==> src/lfs_pkg.sv <==
// Purpose: shared constants and carrier types for the LED fault supervisor
// Assumes: 40 MHz system clock
// Notes: analog comparators arrive as digital fault inputs
package lfs_pkg;
  localparam int CLK_HZ = 40000000;
  localparam int NUM_STRINGS = 4;
  localparam int CLEAR_TIME_MS = 16;
  localparam int CLEAR_CYCLES = CLEAR_TIME_MS * (CLK_HZ / 1000);
  localparam int PSC_DETECT_NS = 5500;
  localparam int PSC_DETECT_CYCLES = (PSC_DETECT_NS * (CLK_HZ / 1000000)
    + 999) / 1000;
  localparam int CLKDIV_HALF = 10;
  localparam logic [1:0] RST_ACTIONS = 2'h0;

  // Raw fault comparator results, all active high
  typedef struct packed {
    logic sw_lim1;
    logic sw_lim2;
    logic sense_trip;
    logic sw_ovp2;
    logic led_current_set_pin_short;
    logic frequency_set_pin_short;
    logic ovp;
    logic ovp_release;
    logic out_uvp;
    logic over_temp;
    logic hyst_cool;
  } lfs_faults_t;

  // Power stage gating decisions
  typedef struct packed {
    logic boost_en;
    logic disconnect_on;
    logic softstart_run;
  } lfs_actions_t;

  typedef enum logic [1:0] {
    LFS_OFF = 2'b00,
    LFS_SOFTSTART = 2'b01,
    LFS_RUN = 2'b10,
    LFS_LATCHED = 2'b11
  } lfs_state_t;
endpackage

==> src/lfs_sync.sv <==
// Purpose: two-flop synchroniser for asynchronous pin levels
// Assumes: single clock domain
// Notes: first stage read only by the second
`timescale 1ns/10ps
`default_nettype none
module lfs_sync #(
  parameter int WIDTH = 1
) (
  input wire logic i_clk,
  input wire logic i_arst_n,
  input wire logic [WIDTH-1:0] i_d,
  output logic [WIDTH-1:0] o_q
);
  logic [WIDTH-1:0] meta;

  always_ff @(posedge i_clk or negedge i_arst_n)
  begin
    if (!i_arst_n)
    begin
      meta <= '0;
      o_q <= '0;
    end
    else
    begin
      meta <= i_d;
      o_q <= meta;
    end
  end
endmodule
`default_nettype wire

==> src/lfs_low_timer.sv <==
// Purpose: measures a continuous low level on a pin
// Assumes: input already synchronised
// Notes: restarts from zero on any high sample
`timescale 1ns/10ps
`default_nettype none
module lfs_low_timer #(
  parameter int LIMIT = lfs_pkg::CLEAR_CYCLES
) (
  input wire logic i_clk,
  input wire logic i_arst_n,
  input wire logic i_arm,
  input wire logic i_level,
  output logic o_expired
);
  logic [31:0] count;

  always_ff @(posedge i_clk or negedge i_arst_n)
  begin
    if (!i_arst_n)
    begin
      count <= 32'h0;
      o_expired <= 1'b0;
    end
    else if (!i_arm || i_level)
    begin
      count <= 32'h0;
      o_expired <= 1'b0;
    end
    else if (count < LIMIT[31:0])
    begin
      count <= count + 32'h1;
      o_expired <= 1'b0;
    end
    else
      o_expired <= 1'b1;
  end
endmodule
`default_nettype wire

==> src/lfs_supervisor.sv <==
// Purpose: fault supervisor for a four string boost LED driver
// Assumes: comparator outputs and pins asynchronous, 40 MHz clock
// Notes: sinks, boost gate, disconnect and flag are registered
// Notes on behaviour
// - Cycle limit truncates one on-time only
// - Secondary switch limit latches everything off
// - Input sense trip latches everything off
// - Switch node overvoltage latches everything off
// - Grounded sink pin halts soft-start
// - Open string disabled after output rise
// - Current-set short stops boost, sinks; flag
// - Frequency-set short shuts all; soft-start restart
// - Overvoltage stops boost until 97% release
// - Output undervoltage stops boost, sinks; flag
// - Partial short disables only that string
// - Short on-time hides partial short detection
// - Over-temperature shuts all until hysteresis
// - Input lockout shuts all, clears latches
// - Only three faults latch
// - Enable or dimming low 16 ms clears
// - Dimming-low clearing keeps clock output
// - Persisting fault re-trips after clearing
// - Detection active in every state except per-string checks
`timescale 1ns/10ps
`default_nettype none
module lfs_supervisor #(
  parameter int CLEAR_LIMIT = lfs_pkg::CLEAR_CYCLES,
  parameter int NSTR = lfs_pkg::NUM_STRINGS
) (
  input wire logic i_clk,
  input wire logic i_arst_n,
  input wire logic i_enable,
  input wire logic i_dim_pwm,
  input wire logic i_input_undervoltage_lockout,
  input wire lfs_pkg::lfs_faults_t i_faults,
  input wire logic [NSTR-1:0] i_string_sink_pin_gnd,
  input wire logic [NSTR-1:0] i_string_lacks_current,
  input wire logic [NSTR-1:0] i_string_partial_short,
  input wire logic [NSTR-1:0] i_string_low_1v2,
  input wire logic i_ovp_reached,
  output logic o_boost_gate_en,
  output logic o_boost_on_truncate,
  output logic o_disconnect_on,
  output logic [NSTR-1:0] o_sink_en,
  output logic o_fault_flag,
  output logic o_raise_output,
  output logic o_switching_clock_output,
  output lfs_pkg::lfs_state_t o_state
);
  lfs_pkg::lfs_faults_t flt;
  logic en_s, pwm_s, input_undervoltage_lockout_s, ovp_top_s;
  logic [NSTR-1:0] gnd_s, lack_s, psc_s, low_s;
  logic en_clear, pwm_clear, clear_latch;
  logic latch_any;
  logic ovp_hold, hot, frequency_set_pin_seen, startup_check;
  logic [NSTR-1:0] str_open, str_short;
  logic [7:0] pwm_on_cnt;
  logic [7:0] div_cnt;
  lfs_pkg::lfs_state_t state, next_state;

  lfs_sync #(.WIDTH($bits(lfs_pkg::lfs_faults_t))) u_sync_flt (
    .i_clk(i_clk),
    .i_arst_n(i_arst_n),
    .i_d(i_faults),
    .o_q(flt)
  );

  lfs_sync #(.WIDTH(4 + 4 * NSTR)) u_sync_pins (
    .i_clk(i_clk),
    .i_arst_n(i_arst_n),
    .i_d({i_enable, i_dim_pwm, i_input_undervoltage_lockout, i_ovp_reached,
      i_string_sink_pin_gnd, i_string_lacks_current,
      i_string_partial_short, i_string_low_1v2}),
    .o_q({en_s, pwm_s, input_undervoltage_lockout_s, ovp_top_s, gnd_s, lack_s, psc_s, low_s})
  );

  // Enable low for the clearing interval
  lfs_low_timer #(.LIMIT(CLEAR_LIMIT)) u_en_timer (
    .i_clk(i_clk),
    .i_arst_n(i_arst_n),
    .i_arm(1'b1),
    .i_level(en_s),
    .o_expired(en_clear)
  );

  // Dimming low with enable high; clock keeps running
  lfs_low_timer #(.LIMIT(CLEAR_LIMIT)) u_pwm_timer (
    .i_clk(i_clk),
    .i_arst_n(i_arst_n),
    .i_arm(en_s),
    .i_level(pwm_s),
    .o_expired(pwm_clear)
  );

  assign clear_latch = input_undervoltage_lockout_s || en_clear || pwm_clear;

  // Only three latching sources; set wins so a live fault re-trips
  always_ff @(posedge i_clk or negedge i_arst_n)
  begin
    if (!i_arst_n)
      latch_any <= 1'b0;
    else if (flt.sw_lim2 || flt.sense_trip || flt.sw_ovp2)
      latch_any <= 1'b1;
    else if (clear_latch)
      latch_any <= 1'b0;
  end

  // Overvoltage hysteresis: hold until output drains to release level
  always_ff @(posedge i_clk or negedge i_arst_n)
  begin
    if (!i_arst_n)
      ovp_hold <= 1'b0;
    else if (flt.ovp)
      ovp_hold <= 1'b1;
    else if (flt.ovp_release)
      ovp_hold <= 1'b0;
  end

  // Thermal hysteresis
  always_ff @(posedge i_clk or negedge i_arst_n)
  begin
    if (!i_arst_n)
      hot <= 1'b0;
    else if (flt.over_temp)
      hot <= 1'b1;
    else if (flt.hyst_cool)
      hot <= 1'b0;
  end

  // On-time counter gates partial-short detection
  always_ff @(posedge i_clk or negedge i_arst_n)
  begin
    if (!i_arst_n)
      pwm_on_cnt <= 8'h00;
    else if (!pwm_s)
      pwm_on_cnt <= 8'h00;
    else if (pwm_on_cnt < 8'(lfs_pkg::PSC_DETECT_CYCLES))
      pwm_on_cnt <= pwm_on_cnt + 8'h01;
  end

  // Armed by dimming level, not edge: pin may already be high at restart
  always_ff @(posedge i_clk or negedge i_arst_n)
  begin
    if (!i_arst_n)
      startup_check <= 1'b0;
    else if (state != lfs_pkg::LFS_SOFTSTART)
      startup_check <= 1'b0;
    else if (pwm_s)
      startup_check <= 1'b1;
  end

  // Frequency-set short forces a fresh soft-start
  always_ff @(posedge i_clk or negedge i_arst_n)
  begin
    if (!i_arst_n)
      frequency_set_pin_seen <= 1'b0;
    else
      frequency_set_pin_seen <= flt.frequency_set_pin_short;
  end

  always_comb
  begin
    next_state = state;
    case (state)
      lfs_pkg::LFS_OFF:
        if (en_s && !input_undervoltage_lockout_s)
          next_state = lfs_pkg::LFS_SOFTSTART;
      lfs_pkg::LFS_SOFTSTART:
        if (startup_check && gnd_s == '0 && pwm_s)
          next_state = lfs_pkg::LFS_RUN;
      lfs_pkg::LFS_RUN:
        next_state = lfs_pkg::LFS_RUN;
      lfs_pkg::LFS_LATCHED:
        if (!latch_any)
          next_state = lfs_pkg::LFS_OFF;
      default:
        next_state = lfs_pkg::LFS_OFF;
    endcase
    // Detection overrides every state and transition
    if (latch_any)
      next_state = lfs_pkg::LFS_LATCHED;
    else if (!en_s || input_undervoltage_lockout_s || hot || frequency_set_pin_seen)
      next_state = lfs_pkg::LFS_OFF;
  end

  always_ff @(posedge i_clk or negedge i_arst_n)
  begin
    if (!i_arst_n)
      state <= lfs_pkg::LFS_OFF;
    else
      state <= next_state;
  end

  // Per-string disables: open and partial short, auto-restart
  always_ff @(posedge i_clk or negedge i_arst_n)
  begin
    if (!i_arst_n)
    begin
      str_open <= '0;
      str_short <= '0;
    end
    else if (state != lfs_pkg::LFS_RUN)
    begin
      str_open <= '0;
      str_short <= '0;
    end
    else
    begin
      for (int i = 0; i < NSTR; i++)
      begin
        if (ovp_top_s && lack_s[i])
          str_open[i] <= 1'b1;
        if (pwm_on_cnt >= 8'(lfs_pkg::PSC_DETECT_CYCLES) && psc_s[i]
            && ((low_s & ~(NSTR'(1) << i)) != '0) && !str_open[i])
          str_short[i] <= 1'b1;
      end
    end
  end

  assign o_raise_output = (state == lfs_pkg::LFS_RUN)
    && ((lack_s & ~str_open) != '0) && !ovp_top_s;

  // Output gating, evaluated every cycle
  always_ff @(posedge i_clk or negedge i_arst_n)
  begin
    if (!i_arst_n)
    begin
      o_boost_gate_en <= 1'b0;
      o_disconnect_on <= 1'b0;
      o_sink_en <= '0;
      o_fault_flag <= 1'b0;
      o_boost_on_truncate <= 1'b0;
    end
    else
    begin
      o_boost_on_truncate <= flt.sw_lim1;
      o_disconnect_on <= (state == lfs_pkg::LFS_SOFTSTART
        || state == lfs_pkg::LFS_RUN) && !latch_any
        && !flt.frequency_set_pin_short && !hot && !input_undervoltage_lockout_s;
      o_boost_gate_en <= state == lfs_pkg::LFS_RUN && !latch_any
        && !flt.led_current_set_pin_short && !flt.frequency_set_pin_short && !flt.out_uvp
        && !ovp_hold && !hot && !input_undervoltage_lockout_s;
      if (state == lfs_pkg::LFS_RUN && !latch_any && !flt.led_current_set_pin_short
          && !flt.frequency_set_pin_short && !flt.out_uvp && !hot && !input_undervoltage_lockout_s)
        o_sink_en <= ~(str_open | str_short);
      else
        o_sink_en <= '0;
      o_fault_flag <= latch_any || flt.led_current_set_pin_short || flt.frequency_set_pin_short
        || flt.out_uvp || hot;
    end
  end

  // Clock output runs while enable is high, held low otherwise; unaffected by dimming-low clearing
  always_ff @(posedge i_clk or negedge i_arst_n)
  begin
    if (!i_arst_n)
    begin
      div_cnt <= 8'h00;
      o_switching_clock_output <= 1'b0;
    end
    else if (!en_s)
    begin
      div_cnt <= 8'h00;
      o_switching_clock_output <= 1'b0;
    end
    else if (div_cnt == 8'(lfs_pkg::CLKDIV_HALF - 1))
    begin
      div_cnt <= 8'h00;
      o_switching_clock_output <= !o_switching_clock_output;
    end
    else
      div_cnt <= div_cnt + 8'h01;
  end

  assign o_state = state;

  property p_latch_off;
    @(posedge i_clk) disable iff (!i_arst_n)
    flt.sw_lim2 |=> ##1 (!o_boost_gate_en && !o_disconnect_on
      && o_sink_en == '0 && o_fault_flag);
  endproperty
  a_latch_off: assert property (p_latch_off) else $error("latch not off");

  property p_sense;
    @(posedge i_clk) disable iff (!i_arst_n)
    flt.sense_trip |=> latch_any;
  endproperty
  a_sense: assert property (p_sense) else $error("sense no latch");

  property p_retrip;
    @(posedge i_clk) disable iff (!i_arst_n)
    (flt.sw_ovp2 && clear_latch) |=> latch_any;
  endproperty
  a_retrip: assert property (p_retrip) else $error("no re-trip");

  property p_ovp;
    @(posedge i_clk) disable iff (!i_arst_n)
    ovp_hold |=> !o_boost_gate_en;
  endproperty
  a_ovp: assert property (p_ovp) else $error("boost during ovp");

  property p_led_current_set_pin;
    @(posedge i_clk) disable iff (!i_arst_n)
    (flt.led_current_set_pin_short && !latch_any && state == lfs_pkg::LFS_RUN
      && !hot && !input_undervoltage_lockout_s && !flt.frequency_set_pin_short)
    |=> (o_disconnect_on && o_sink_en == '0 && o_fault_flag);
  endproperty
  a_led_current_set_pin: assert property (p_led_current_set_pin) else $error("led_current_set_pin action");

  property p_clear;
    @(posedge i_clk) disable iff (!i_arst_n)
    (latch_any && $rose(en_clear) && !flt.sw_lim2 && !flt.sense_trip
      && !flt.sw_ovp2) |=> !latch_any;
  endproperty
  a_clear: assert property (p_clear) else $error("no clear");

  property p_input_undervoltage_lockout;
    @(posedge i_clk) disable iff (!i_arst_n)
    input_undervoltage_lockout_s |=> (!o_disconnect_on && !o_boost_gate_en);
  endproperty
  a_input_undervoltage_lockout: assert property (p_input_undervoltage_lockout) else $error("input_undervoltage_lockout on");

  property p_cbc;
    @(posedge i_clk) disable iff (!i_arst_n)
    flt.sw_lim1 |=> o_boost_on_truncate;
  endproperty
  a_cbc: assert property (p_cbc) else $error("no truncate");

  c_latch: cover property (@(posedge i_clk) state == lfs_pkg::LFS_LATCHED);
  c_run: cover property (@(posedge i_clk) state == lfs_pkg::LFS_RUN);
  c_clear: cover property (@(posedge i_clk) pwm_clear && en_s);
endmodule
`default_nettype wire

==> config.mk <==
export PLATFORM = sky130hd
export DESIGN_NAME = lfs_supervisor
export DESIGN_NICKNAME = d
export VERILOG_FILES = /design/src/lfs_pkg.sv /design/src/lfs_sync.sv /design/src/lfs_low_timer.sv /design/src/lfs_supervisor.sv
export SDC_FILE = /design/constraint.sdc
export NUM_CORES = 1
export LEC_CHECK = 0
export ABC_AREA = 1
export BUFFER_PORTS_ARGS = -buffer_cell sky130_fd_sc_hd__buf_2
export CAP_MARGIN = 0
export CORE_MARGIN = 4
export CORE_UTILIZATION = 26
export DETAILED_ROUTE_END_ITERATION = 12
export MAX_ROUTING_LAYER = met4
export PLACE_DENSITY = 0.39
export SETUP_SLACK_MARGIN = 0.3
export SLEW_MARGIN = 40
export SYNTH_ARGS = -nofsm -noshare
export SYNTH_HDL_FRONTEND = slang
export SYNTH_SLANG_ARGS = --single-unit
==> constraint.sdc <==
create_clock -name i_clk -period 4 [get_ports i_clk]
set_input_delay 0 -clock i_clk [delete_from_list [all_inputs] [get_ports i_clk]]
set_output_delay 0 -clock i_clk [all_outputs]
set_load 0.01 [all_outputs]
# ---- Word-level counts from Yosys, hierarchy flattened
# Cells that the tools add are included.
dict set report word_totals {
  ff_bits 168
  in_bits 33
  wordCells 173
}
dict set report classes {
  addsub 4
  order_cmp 4
  n_eq_ne 10
  mux 38
  bitwise 4
  n_reduce_logical 83
}
# cell count
set ops {}
lappend ops {{$mux 32} 4}
lappend ops {{$add 32x1->32 const B} 2}
lappend ops {{$lt 32x20->1 const B} 2}
lappend ops {{$logic_and 1x1->1} 34}
lappend ops {{$mux 8} 4}
lappend ops {{$reduce_bool 2->1} 14}
lappend ops {{$mux 1} 22}
lappend ops {{$reduce_bool 4->1} 5}
lappend ops {{$add 8x1->8 const B} 2}
lappend ops {{$logic_not 1->1} 14}
lappend ops {{$logic_or 1x1->1} 13}
lappend ops {{$mux 4} 3}
lappend ops {{$eq 8x4->1 const B} 1}
lappend ops {{$ge 8x8->1 const B} 1}
lappend ops {{$lt 8x8->1 const B} 1}
lappend ops {{$mux 2} 4}
lappend ops {{$ne 4x4->1 const B} 2}
lappend ops {{$not 4->4} 2}
lappend ops {{$pmux 2 s4} 1}
lappend ops {{$ne 2x2->1 const B} 3}
lappend ops {{$and 4x4->4} 1}
lappend ops {{$eq 2x2->1 const B} 2}
lappend ops {{$logic_not 4->1} 1}
lappend ops {{$or 4x4->4} 1}
lappend ops {{other kinds (4)} 4}

# ---- Logic depth before layout (Yosys ltp)
dict set report logic_depth {
  ltp_word 8
  mapped_depth 11
  mapped_depth_nobuf 10
}

# ---- Modules after synthesis
# A second synthesis with hierarchy kept.
dict set report unflattened {
  cells_unflattened 826
  area_unflattened_um2 7230.7
}
# mod n_inst cells_each area_per_inst_um2 seq_area_each_um2
set by_module_without_submodules {}
lappend by_module_without_submodules {lfs_low_timer 2 260 1850.5 825.8}
lappend by_module_without_submodules {lfs_supervisor 1 244 1978.1 1001.0}
lappend by_module_without_submodules {{lfs_sync (u_sync_pins)} 1 40 1001.0 1001.0}
lappend by_module_without_submodules {{lfs_sync (u_sync_flt)} 1 22 550.5 550.5}

# ---- Worst setup path before layout
# OpenSTA, ideal clock, no wires.
dict set report synth_path {
  path_type {flip-flop to flip-flop}
  start {register u_en_timer.count[0]}
  end {register u_en_timer.count[18]}
  setup_ps 114
  t_arrival_ps 1322
  path_slack_ps 2564
  path_stages_with_launch 9
  path_buffers 0
  synth_period_minus_slack_ps 1436
  cell_sequence {dfrtp_1 ha_1 nand3_1 nor2_2 nand2_1 nor3_1 nand3_1 nand2_1 nor2_1}
}
dict set report synth_between {
  elab_chain_len 3
  word_cells_on_any_way 5
  cone_classes {1 x add/sub; 1 x order compare; 2 x mux; 1 x reduce/logical}
}
# item line
set synth_lines {}
lappend synth_lines {{from (decl)} lfs_low_timer.sv:15} ;# logic [31:0] count;
lappend synth_lines {{from (signal assigned)} lfs_low_timer.sv:31} ;# count <= count + 32'h1;
lappend synth_lines {{$add 32x1->32} lfs_low_timer.sv:31}
lappend synth_lines {{$mux 32} lfs_low_timer.sv:29} ;# else if (count < LIMIT[31:0])
lappend synth_lines {{$mux 32} lfs_low_timer.sv:24} ;# else if (!i_arm || i_level)
# Several ways; a longest one is shown, not always the timed one. The select of a mux whose other input is x is not followed.
# A chain may end at the register's enable or synchronous reset.

# ---- Worst setup path in the final report
dict set report layout_path {
  start {register u_sync_pins.o_q[19]}
  end {register u_pwm_timer.count[13]}
}
dict set report layout_between {
  elab_chain_len 3
  word_cells_on_any_way 4
  cone_classes {1 x mux; 3 x reduce/logical}
}
# item line
set layout_lines {}
lappend layout_lines {{from (decl)} lfs_sync.sv:12} ;# output logic [WIDTH-1:0] o_q
lappend layout_lines {{from (signal assigned)} lfs_sync.sv:26} ;# o_q <= meta;
lappend layout_lines {{$logic_not 1->1 (*)} lfs_low_timer.sv:24}
lappend layout_lines {{$logic_or 1x1->1 (*)} lfs_low_timer.sv:24}
lappend layout_lines {{$mux 32 or $reduce_bool 2->1 (tied branches)} -}
lappend layout_lines {{to (signal assigned)} lfs_low_timer.sv:31}
lappend layout_lines {{to (decl)} lfs_low_timer.sv:15}
# Mark *: on every way between the ends. The rest lies on a longest branch, timed or not.

==> impl_metrics.yaml <==
floorplan:
  rows: 59
  initial_core_util: 0.2645
  die_h_um: 171.1
  coreArea_sq_um: 26130
  fp.dieW_um: 171.1
  die_area_sq_um: 29260
  ios: 45
grt:
  overflow: 0
  grt_pass1_vias: 5121
  grt_antenna_before_repair: 0
  grt_max_degree: 89
  grt_pass1_wl_mm: 26.18
  grtUsageTotal: 0.1163
clocking:
  numCtsBuffers: 17
  clockBufferDepth: 2
  clkTransAtPathRegs_ps: 80
  postCtsSetupRepairBufs: 0
  cts_max_level: 4
  clock_latency_ps: 430
  ctsHoldBuffers: 32
  cts_tree: "yes"
  cts_resized: 0
  cts_root_buf: "clkbuf_16"
  clock-sinks: 168
setup_path:
  critical-path-slowest-cell: "dfrtp_1"
  crit_type: "flop to flop"
  worstPathArrival_ps: 2990
  cp-start-kind: "flop"
  critical_path.max_stage_delay_ps: 760
  end_kind: "flop"
  required_ps: 4340
  path_max_fanout: 24
  critical-path-top-delay-family: "simple AND/OR/NAND/NOR gates"
  worstPathCellList: "inv_2 -> nor2_4 -> nand2_1 -> inv_2 -> nand2_1 -> o21ai_1"
  cp_num_buf_inv: 2
synth:
  synth_area_leaders: "dfrtp_1 (61%), nand2_1 (9.4%), nor2_1 (6.8%), inv_1 (5.0%), nand3_1 (3.8%)"
  ys.flop_type: "dfrtp_1"
  postSynth.asyncResetShare: 1.000
  yosysTopAreaCellShare: 0.6081
  synth_nets: 801
  synth_edf_count: 0
  ys_types: 29
  ys_seq_area_frac: 0.6081
  synth_area_sq_um: 6913
  netlist_instances: 758
  synth_area_leader_cell: "dfrtp_1"
  ys_seq_elements: 168
  yosysMostFrequentCell: "nand2_1"
  avgSynthCellArea_sq_um: 9.120
  yosys_warnings: 0
  synthTopCellsByCount: "nand2_1 (173), dfrtp_1 (168), nor2_1 (125), inv_1 (93), nand3_1 (52)"
placement:
  pre_cts_ws_ps: 1293
  gp_congestion: 0.7764
  hpwl_mm: 10.43
  io_buffers: 44
  place_area_sq_um: 7505
power:
  p_leak_nw: 3.895
  power_density_nw_per_um2: 423.2
  ir_drop_mv: 0.2314
  power_w: 0.003577
routing:
  routed_wl_mm: 15.27
  firstDrtPassIters: 4
  wire_per_inst_um: 12.82
  dr_total_vias: 4953
  ant_nets: 0
  drt_iter0_markers: 359
  drc: 0
  vias_per_cell: 4.159
sta:
  hold_violations: 0
  grt_setup_unrepaired: "false"
  tns_ps: 0
  drv_slew: 0
  finalCritPeriodShare: 0.6628
  max_slew_margin: 0.5401
  finClkSkew_ps: 10.94
  finalCriticalPeriod_ps: 2651
  worstMarginPinSlew_ps: 689.8
  clock.fmax_ghz: 0.3772
  layout_setup_ws_ps: 1349
  setup_viol_count_final: 0
final_layout:
  area_growth_pct: 22.26
  fill_cells: 2771
  fin_nets: 886
  drive_gt1_frac: 0.1086
  diodes: 0
  stdcell_area_sq_um: 8452
run:
  maxCapViolCount: 0
worst_hold_path:
  hold_class: "primary input to async pin"
status:
  status: "finished, final reports clean"
metrics by stage:
step	hold WS, ps	util	cells
2_1_floorplan	-295.6	-	758
3_3_place_gp	108.8	0.2869	1127
3_5_place_dp	75.36	0.2872	1127
4_1_cts	185.7	0.3234	1191
5_1_grt	190.8	0.3234	1191
6_report	172.7	0.3234	1191
layer usage:
metal	track usage	vias to the layer above	wire length, um
met1	0.1476	2353	7480
met2	0.1877	33	7283
li1	-	2559	-
met3	0.02657	8	370
met4	0.03272	0	134
met5	-	-	0
power by group:
group | switching (W) | internal, W | total [W]
combinational | 0.0000753 | 0.0000502 | 0.000125
sequential | 0.0000263 | 0.00174 | 0.00177
clock | 0.000826 | 0.000858 | 0.00168
total | 0.000928 | 0.00265 | 0.00358
layout by cell type, fill, tap and decap left out, drive strengths merged:
cell type and count:
ha 10, nor2 131, nand3b 1, a21oi 16, xnor2 2, inv 103
buf 46, nand3 52, and3 1, nand2 173, o41ai 1, xor2 14
nor3 13, clkbuf 17, dfrtp 168, clkinv 9, nor3b 1, o21ai 31
nand4 28, dlygate4sd3 32, o21bai 3, o21a 1, or2 3
registers in the layout, summed over array words and instances (netlist names), 2 cells and up:
register           count
u_sync_pins.meta      20
u_pwm_timer.count     32
pwm_on_cnt             8
u_en_timer.count      32
o_sink_en              4
u_sync_flt.o_q        11
o_state                2
div_cnt                8
str_short              4
u_sync_flt.meta       11
str_open               4
u_sync_pins.o_q       20
final timing paths:
check                                              to  slack (ps)  cells past startpoint                  from
worst max-delay path            u_pwm_timer.count[13]        1350                      6   u_sync_pins.o_q[19]
max in group asynchronous                str_short[1]        2800                      3              i_arst_n
worst min register to register    u_sync_pins.o_q[17]         350                      0  u_sync_pins.meta[17]
worst min-delay path                  o_disconnect_on         170                      2              i_arst_n
min in group i_clk                u_sync_flt.meta[10]         210                      2          i_faults[10]
worst max register to register  u_pwm_timer.count[13]        1350                      6   u_sync_pins.o_q[19]
kinds of logic (layout without fill, tap and decap cells):
kind of cell | Yosys count | in the layout | synth area share
simple gates | 403 | 403 | 0.2496
flops | 168 | 168 | 0.6081
buf+inv | 109 | 207 | 0.06371
compound gates | 52 | 52 | 0.04018
xor+xnor | 16 | 16 | 0.02027
fa+ha+maj | 10 | 10 | 0.01810
area by class of cell:
cell class | instances | area [sq um] | area share
tap | 335 | 419.2 | 0.04959
timing repair buffer | 78 | 565.5 | 0.06691
inverter | 97 | 364.1 | 0.04308
clock buffer | 17 | 425.4 | 0.05033
sequential | 168 | 4204 | 0.4974
clock inverter | 15 | 201.4 | 0.02383
multi-input combinational | 481 | 2272 | 0.2688
Note: power is estimated with default switching activity, not from simulation.
